===== config.mk =====
export PLATFORM = sky130hd
export DESIGN_NAME = wbi_bus
export DESIGN_NICKNAME = d
export VERILOG_FILES = /design/src/rtl/wbi_pkg.sv /design/src/rtl/wbi_fifo.sv /design/src/rtl/wbi_bus.sv
export SDC_FILE = /design/constraint.sdc
export NUM_CORES = 1
export LEC_CHECK = 0
export BUFFER_PORTS_ARGS = -buffer_cell sky130_fd_sc_hd__buf_2
export CAP_MARGIN = 20
export CELL_PAD_IN_SITES_DETAIL_PLACEMENT = 1
export CELL_PAD_IN_SITES_GLOBAL_PLACEMENT = 2
export CORE_MARGIN = 2
export CORE_UTILIZATION = 48
export DETAILED_ROUTE_END_ITERATION = 6
export HOLD_SLACK_MARGIN = 0.15
export MAX_ROUTING_LAYER = met4
export PLACE_DENSITY = 0.89
export SYNTH_ARGS = -nofsm -noshare
export SYNTH_HDL_FRONTEND = slang
export SYNTH_SLANG_ARGS = --single-unit

===== constraint.sdc =====
create_clock -name ref_clk_in -period 4.6 [get_ports ref_clk_in]
set_input_delay 0.92 -clock ref_clk_in [delete_from_list [all_inputs] [get_ports ref_clk_in]]
set_output_delay 0.92 -clock ref_clk_in [all_outputs]
set_load 0.005 [all_outputs]

===== src/rtl/wbi_pkg.sv =====
package wbi_pkg;
    // =====================================================
    // timing
    // =====================================================
    localparam int OSC_PER_CPU_STD = 2;
    localparam int OSC_PER_CPU_X2 = 1;
    localparam int CYCLE_CPU_CLKS = 6;
    localparam int STROBE_NORMAL_CLKS = 3;
    localparam int STROBE_STRETCH_CLKS = 15;
    localparam int ALE_CLKS = 1;
    localparam int CNT_W = 5;

    // =====================================================
    // fields
    // =====================================================
    localparam int BYTE_W = 8;
    localparam int WORD_W = 16;
    localparam int FIFO_DEPTH = 32;

    typedef enum logic [2:0] {
        WBI_IDLE = 3'b000,
        WBI_ADDR = 3'b001,
        WBI_STRB = 3'b010,
        WBI_HOLD = 3'b011
    } wbi_state_e;

    typedef struct packed {
        logic is_write;
        logic short_addr;
        logic [WORD_W-1:0] addr;
        logic [BYTE_W-1:0] acc_data;
    } wbi_req_s;

    typedef struct packed {
        logic [BYTE_W-1:0] acc_data;
        logic [BYTE_W-1:0] upper_data;
        logic is_write;
    } wbi_rsp_s;
endpackage


===== src/rtl/wbi_fifo.sv =====
`timescale 1ns/1ns
module wbi_fifo #(
    parameter int WIDTH = 26,
    parameter int DEPTH = 32
) (
    input wire logic ref_clk_in,
    input wire logic rst_in,
    input wire logic [WIDTH-1:0] wr_data_in,
    input wire logic wr_valid_in,
    output logic wr_ready_out,
    output logic [WIDTH-1:0] rd_data_out,
    output logic rd_valid_out,
    input wire logic rd_ready_in
);
    localparam int AW = $clog2(DEPTH);

    typedef struct packed {
        logic [AW-1:0] wp;
        logic [AW-1:0] rp;
        logic [AW:0] cnt;
        logic rdy;
    } wbi_fifo_s;

    wbi_fifo_s s_q, s_d;
    logic [WIDTH-1:0] mem_q [DEPTH];
    logic push, pop;

    assign wr_ready_out = s_q.rdy;
    assign rd_valid_out = (s_q.cnt != '0);
    assign rd_data_out = mem_q[s_q.rp];
    assign push = wr_valid_in && wr_ready_out;
    assign pop = rd_valid_out && rd_ready_in;

    always_comb begin
        s_d = s_q;
        if (push) begin
            s_d.wp = s_q.wp + 1'b1;
        end
        if (pop) begin
            s_d.rp = s_q.rp + 1'b1;
        end
        s_d.cnt = s_q.cnt + {{AW{1'b0}}, push} - {{AW{1'b0}}, pop};
        // ready registered from the next count so the port comes from a flop
        s_d.rdy = (s_d.cnt != DEPTH[AW:0]);
    end

    always_ff @(posedge ref_clk_in) begin
        if (rst_in) begin
            s_q <= '0;
        end else begin
            s_q <= s_d;
        end
        if (push) begin
            mem_q[s_q.wp] <= wr_data_in;
        end
    end
endmodule


===== src/rtl/wbi_bus.sv =====
`timescale 1ns/1ns
// Function
// wide mode is used only while the wide-bus enable bit is set, else an 8-bit cycle runs.
// with the enable set every external move, read or write, moves a 16-bit word.
// the low port carries the low address byte, then the low data byte.
// the high port carries the high address byte, then the high data byte.
// a wide write drives the low byte from the accumulator and the high byte from the upper data register.
// a wide read returns the low byte to the accumulator and captures the high byte in the upper data register.
// a cycle lasts 6 cpu clocks, 12 oscillator clocks normally or 6 in double-speed mode.
// the stretch bit widens the read and write strobes from 3 to 15 cpu clocks.
// a move with an 8-bit indirect address puts the high port register content on the high port.
// a data-pointer move with page access disable set puts the high port register content on the high port.
// read and write strobes go to the disk's i/o read and i/o write inputs.
// the address-latch strobe pulses while the low address is valid on the low port.
// software loads the upper data register before a wide write.
// the disk drives read data before the read strobe ends and takes write data during the strobe.
module wbi_bus #(
    parameter int FIFO_DEPTH = wbi_pkg::FIFO_DEPTH
) (
    input wire logic ref_clk_in,
    input wire logic rst_in,
    input wire logic wide_bus_enable_in,
    input wire logic strobe_stretch_in,
    input wire logic double_speed_mode_in,
    input wire logic page_access_disable_in,
    input wire logic [7:0] high_port_reg_in,
    input wire logic upper_data_byte_we_in,
    input wire logic [7:0] upper_data_byte_wdata_in,
    input wire wbi_pkg::wbi_req_s req_in,
    input wire logic req_valid_in,
    output logic req_ready_out,
    output wbi_pkg::wbi_rsp_s rsp_out,
    output logic rsp_valid_out,
    output logic [7:0] upper_data_byte_reg_out,
    output logic busy_out,
    output logic [7:0] low_port_out,
    output logic low_port_oe_n_out,
    input wire logic [7:0] low_port_in,
    output logic [7:0] high_port_out,
    output logic high_port_oe_n_out,
    input wire logic [7:0] high_port_in,
    output logic ale_out,
    output logic rd_n_out,
    output logic wr_n_out
);
    localparam int REQ_W = $bits(wbi_pkg::wbi_req_s);

    typedef struct packed {
        wbi_pkg::wbi_state_e st;
        logic [wbi_pkg::CNT_W-1:0] cnt;
        logic [wbi_pkg::CNT_W-1:0] strb_len;
        logic ph;
        logic wide;
        wbi_pkg::wbi_req_s req;
        logic [7:0] lo_d;
        logic [7:0] hi_d;
        logic lo_oe_n;
        logic hi_oe_n;
        logic ale;
        logic rd_n;
        logic wr_n;
        logic [7:0] upper;
        wbi_pkg::wbi_rsp_s rsp;
        logic rsp_v;
        logic busy;
    } wbi_bus_s;

    wbi_bus_s s_q, s_d;
    logic [7:0] lo_m_q, lo_s_q, hi_m_q, hi_s_q;
    wbi_pkg::wbi_req_s fifo_data;
    logic fifo_valid, fifo_pop, cpu_tick;

    // =====================================================
    // request queue
    // =====================================================
    wbi_fifo #(
        .WIDTH(REQ_W),
        .DEPTH(FIFO_DEPTH)
    ) u_fifo (
        .ref_clk_in(ref_clk_in),
        .rst_in(rst_in),
        .wr_data_in(req_in),
        .wr_valid_in(req_valid_in),
        .wr_ready_out(req_ready_out),
        .rd_data_out(fifo_data),
        .rd_valid_out(fifo_valid),
        .rd_ready_in(fifo_pop)
    );

    // =====================================================
    // pin synchronisers
    // =====================================================
    always_ff @(posedge ref_clk_in) begin
        lo_m_q <= low_port_in;
        lo_s_q <= lo_m_q;
        hi_m_q <= high_port_in;
        hi_s_q <= hi_m_q;
    end

    // ref clock is the oscillator; cpu tick every 2 or every 1 oscillator clocks
    assign cpu_tick = double_speed_mode_in || s_q.ph;
    assign fifo_pop = (s_q.st == wbi_pkg::WBI_IDLE) && fifo_valid && cpu_tick;

    // =====================================================
    // sequencer
    // =====================================================
    always_comb begin
        s_d = s_q;
        s_d.rsp_v = 1'b0;
        s_d.ph = double_speed_mode_in ? 1'b0 : ~s_q.ph;
        if (upper_data_byte_we_in) begin
            s_d.upper = upper_data_byte_wdata_in;
        end
        if (cpu_tick) begin
            case (s_q.st)
                wbi_pkg::WBI_IDLE: begin
                    if (fifo_valid) begin
                        s_d.req = fifo_data;
                        s_d.wide = wide_bus_enable_in;
                        s_d.strb_len = strobe_stretch_in ? wbi_pkg::CNT_W'(wbi_pkg::STROBE_STRETCH_CLKS)
                                                         : wbi_pkg::CNT_W'(wbi_pkg::STROBE_NORMAL_CLKS);
                        s_d.st = wbi_pkg::WBI_ADDR;
                        s_d.cnt = wbi_pkg::CNT_W'(wbi_pkg::ALE_CLKS);
                        s_d.lo_d = fifo_data.addr[7:0];
                        s_d.lo_oe_n = 1'b0;
                        if (fifo_data.short_addr || page_access_disable_in) begin
                            s_d.hi_d = high_port_reg_in;
                        end else begin
                            s_d.hi_d = fifo_data.addr[15:8];
                        end
                        s_d.hi_oe_n = 1'b0;
                        s_d.ale = 1'b1;
                    end
                end
                wbi_pkg::WBI_ADDR: begin
                    s_d.ale = 1'b0;
                    s_d.st = wbi_pkg::WBI_STRB;
                    s_d.cnt = s_q.strb_len;
                    if (s_q.req.is_write) begin
                        s_d.wr_n = 1'b0;
                        s_d.lo_d = s_q.req.acc_data;
                        if (s_q.wide) begin
                            s_d.hi_d = s_q.upper;
                        end
                    end else begin
                        s_d.rd_n = 1'b0;
                        s_d.lo_oe_n = 1'b1;
                        // 8-bit reads keep the address byte on the high port, wide reads release it
                        s_d.hi_oe_n = s_q.wide;
                    end
                end
                wbi_pkg::WBI_STRB: begin
                    s_d.cnt = s_q.cnt - 1'b1;
                    if (s_q.cnt == wbi_pkg::CNT_W'(1)) begin
                        // sample at strobe end: the disk holds data valid until then
                        if (!s_q.req.is_write) begin
                            s_d.rsp.acc_data = lo_s_q;
                            if (s_q.wide) begin
                                s_d.upper = hi_s_q;
                            end
                        end
                        s_d.rd_n = 1'b1;
                        s_d.wr_n = 1'b1;
                        s_d.st = wbi_pkg::WBI_HOLD;
                        s_d.cnt = wbi_pkg::CNT_W'(wbi_pkg::CYCLE_CPU_CLKS - wbi_pkg::ALE_CLKS
                                                  - wbi_pkg::STROBE_NORMAL_CLKS);
                    end
                end
                wbi_pkg::WBI_HOLD: begin
                    s_d.cnt = s_q.cnt - 1'b1;
                    if (s_q.cnt == wbi_pkg::CNT_W'(1)) begin
                        s_d.lo_oe_n = 1'b1;
                        s_d.hi_oe_n = 1'b0;
                        s_d.hi_d = high_port_reg_in;
                        s_d.st = wbi_pkg::WBI_IDLE;
                        s_d.rsp.is_write = s_q.req.is_write;
                        s_d.rsp.upper_data = s_d.upper;
                        s_d.rsp_v = 1'b1;
                    end
                end
                default: begin
                    s_d.st = wbi_pkg::WBI_IDLE;
                end
            endcase
        end
        if (s_d.st == wbi_pkg::WBI_IDLE && s_q.st == wbi_pkg::WBI_IDLE) begin
            s_d.hi_d = high_port_reg_in;
        end
        s_d.busy = (s_d.st != wbi_pkg::WBI_IDLE);
    end

    always_ff @(posedge ref_clk_in) begin
        if (rst_in) begin
            s_q <= '0;
            s_q.lo_oe_n <= 1'b1;
            s_q.rd_n <= 1'b1;
            s_q.wr_n <= 1'b1;
        end else begin
            s_q <= s_d;
        end
    end

    assign rsp_out = s_q.rsp;
    assign rsp_valid_out = s_q.rsp_v;
    assign upper_data_byte_reg_out = s_q.upper;
    assign busy_out = s_q.busy;
    assign low_port_out = s_q.lo_d;
    assign low_port_oe_n_out = s_q.lo_oe_n;
    assign high_port_out = s_q.hi_d;
    assign high_port_oe_n_out = s_q.hi_oe_n;
    assign ale_out = s_q.ale;
    assign rd_n_out = s_q.rd_n;
    assign wr_n_out = s_q.wr_n;
endmodule


==> reports/metrics.yaml <==
timing:
  period_minus_slack_ns: 3.419
  setup_viol: 0
  slew_viol_final: 0
  period_share: 0.7432
  slew_headroom: 0.2791
  rsz0062_at_grt: "false"
  fmax_mhz: 292.5
  finalSetupTns_ns: 0
  skew_ns: 0.05594
  worst_slew_pin_slew_ns: 1.081
  hold_viol: 0
detailed_routing:
  wire_per_inst_um: 31.92
  firstDrtPassIters: 5
  viasPerCell: 6.222
  drtIter0Drc: 2252
  ant_nets: 0
  post-route-drc-count: 0
  dr_total_vias: 19500
  wirelength_mm: 100.0
cells_and_area:
  finalNetCount: 2097
  drive_gt1_frac: 0.2771
  instances_no_fill: 3134
  syn2layout_area_growth_pct: 14.18
floorplan:
  die_area_um2: 79090
  die_w_um: 281.2
  start_util: 0.4849
  rows: 101
  die-height_um: 281.2
  core_area_um2: 76080
  ios: 115
placement:
  routabilityCongestion: 0.8304
  placed_cells: 2941
  dp.final_hpwl_mm: 57.57
  port_buffers: 114
job:
  drv_cap: 0
grt:
  grt_pass1_vias: 20650
  grt_usage: 0.2634
  grt_antenna_before_repair: 3
  grt_pass1_wl_mm: 145.0
  grt_overflow: 0
  grt_max_degree: 107
yosys:
  synth_flop_cell: "edfxtp_1"
  synth_edf_count: 832
  synth_top_family_by_area: "multiplexers"
  synth_compound_area_frac: 0.03202
  synth_top_area_share: 0.6772
  ys_seq_area_frac: 0.7440
  netlist_top_cells_area: "edfxtp_1 (68%), mux4_2 (12%), dfxtp_1 (6.7%)"
  ys_ff_latch: 955
  yosys_warnings: 0
  ys_types: 54
  synth_top_cell_by_area: "edfxtp_1"
  synth_cells: 1887
  syn-cell-area_um2: 36890
  synth-xor-area-share: 0.003086
  synthSimpleGateAreaFrac: 0.02974
  synthAdderAreaFrac: 0.005630
  syn_nets: 1969
  synthMuxAreaShare: 0.1618
  ys_async_sr_fraction: 0
  synth.avg_cell_area_um2: 19.55
power:
  peakVddDrop_v: 0.0004446
  powerDensity_nw_per_um2: 526.5
  leakage_nw: 13.30
status:
  status: "completed"
clock_tree:
  post_cts_resized: 0
  post_cts_buffers: 0
  clock-root-buffer: "clkbuf_16"
  cts_hold_buf: 0
  path_clk_slew_ns: 0.06
  ctsLongestPathBuffers: 3
  clkSinkCount: 955
  htreeDepth: 3
  insertion_delay_ns: 0.71
  cts_made_buffers: 97
  tritoncts: "done"
worst_setup_path:
  cp.required_ns: 5.13
  worstSetupEndpointType: "flip-flop"
  crit_arrival_ns: 3.94
  path_class: "flip-flop to flip-flop"
  cp_max_fo: 35
  start_kind: "flip-flop"
worst_hold_path:
  hold_path.class: "flip-flop to flip-flop"
[worst max-delay path: stages (launching register included)]
cell     delay (ns)
dfxtp_4        0.80
buf_4          0.41
and2_1         0.26
a22oi_1        0.10
a31oi_1        0.25
nand4_1        0.77
mux2i_1        0.48
o32ai_1        0.14
[logic make-up (layout without fill, tap and decap cells)]
group | count (synthesis) | in the layout
and+or+nand+nor | 231 | 231
adders and majority gates | 16 | 16
buffers and inverters | 159 | 372
xor gates and xnor gates | 13 | 13
other | 0 | 4
DFF | 955 | 955
muxes | 354 | 354
AOI/OAI and AO/OA | 159 | 159
[area by class of cell]
cell class                      count  area [um2]
Antenna cell                        4       10.01
Clock buffer                      119        2611
Clock inverter                     65       763.2
Fill cell                        6724       33950
Inverter                           15       56.30
Multi-Input combinational cell    773        8817
Sequential cell                   955       27460
Tap cell                         1030        1289
Timing Repair Buffer              173        1115
[cells in the mapped netlist (15+ instances only)]
| library cell | number |
|---|---|
| nor2_1 | 111 |
| buf_2 | 38 |
| dfxtp_1 | 123 |
| mux4_2 | 193 |
| clkbuf_1 | 37 |
| nand2_1 | 29 |
| buf_4 | 50 |
| a22oi_1 | 48 |
| inv_1 | 15 |
| a221oi_1 | 17 |
| mux2i_1 | 153 |
| o21ai_0 | 17 |
| a211oi_1 | 26 |
| ha_1 | 15 |
| edfxtp_1 | 832 |
| nand3_1 | 30 |
[stage by stage]
stage	cell area, um2	total power (W)	setup WS (ns)	util	hold slack (ns)
3_3_place_gp	38680	0.01381	1.217	0.5084	0.3120
4_1_cts	42070	0.02224	1.153	0.5530	0.3092
3_5_place_dp	38700	0.01397	1.078	0.5087	0.3132
2_1_floorplan	36890	0.01288	0.6748	-	0.3096
6_report	42120	0.02218	1.181	0.5537	0.3249
5_1_grt	42120	0.02286	0.9472	0.5537	0.3259
[routing by layer]
metal,up-vias,share of wire,track usage
li1,7890,-,-
met1,10320,0.39,0.3388
met2,1073,0.50,0.4233
met3,214,0.079,0.04747
met4,0,0.033,0.09615
met5,-,0,-
[placed cells by master (no fill, tap or decap), types with 26 or more instances in the layout]
cell,n
buf_4,49
a22oi_1,48
nor2_4,30
nand2_1,29
edfxtp_1,832
dfxtp_1,118
nor2_1,80
mux2i_1,153
buf_2,115
nand3_1,30
clkbuf_16,97
a211oi_1,26
mux4_2,193
clkinv_2,27
[report_power, final]
part | switching [W] | leakage [nW] | internal [W]
clock | 0.00351 | 1.67 | 0.00481
sequential | 0.000324 | 8.50 | 0.00964
combinational | 0.00208 | 3.13 | 0.00181
[final timing paths]
kind / start / end / slack [ns] / cells past startpoint
max: flip-flop / high_port_out[1] / 1.18 / 7
min: hi_m_q[6] / hi_s_q[6] / 0.32 / 0
max reg2reg: flip-flop / high_port_out[1] / 1.18 / 7
min reg2reg: hi_m_q[6] / hi_s_q[6] / 0.32 / 0
[state kept, by name (all words and copies together) (netlist names), named ones only]
register and cells:
hi_s_q 8, hi_m_q 8, high_port_oe_n_out 1, s_q 21, high_port_out 8, wr_n_out 1
upper_data_byte_reg_out 8, u_fifo.mem_q 832, u_fifo.wr_ready_out 1, rsp_valid_out 1, rsp_out 17, rd_n_out 1
low_port_oe_n_out 1, lo_m_q 8, ale_out 1, lo_s_q 8, busy_out 1, u_fifo.s_q 16
low_port_out 8
No activity file was read; power rests on OpenSTA's default activity.
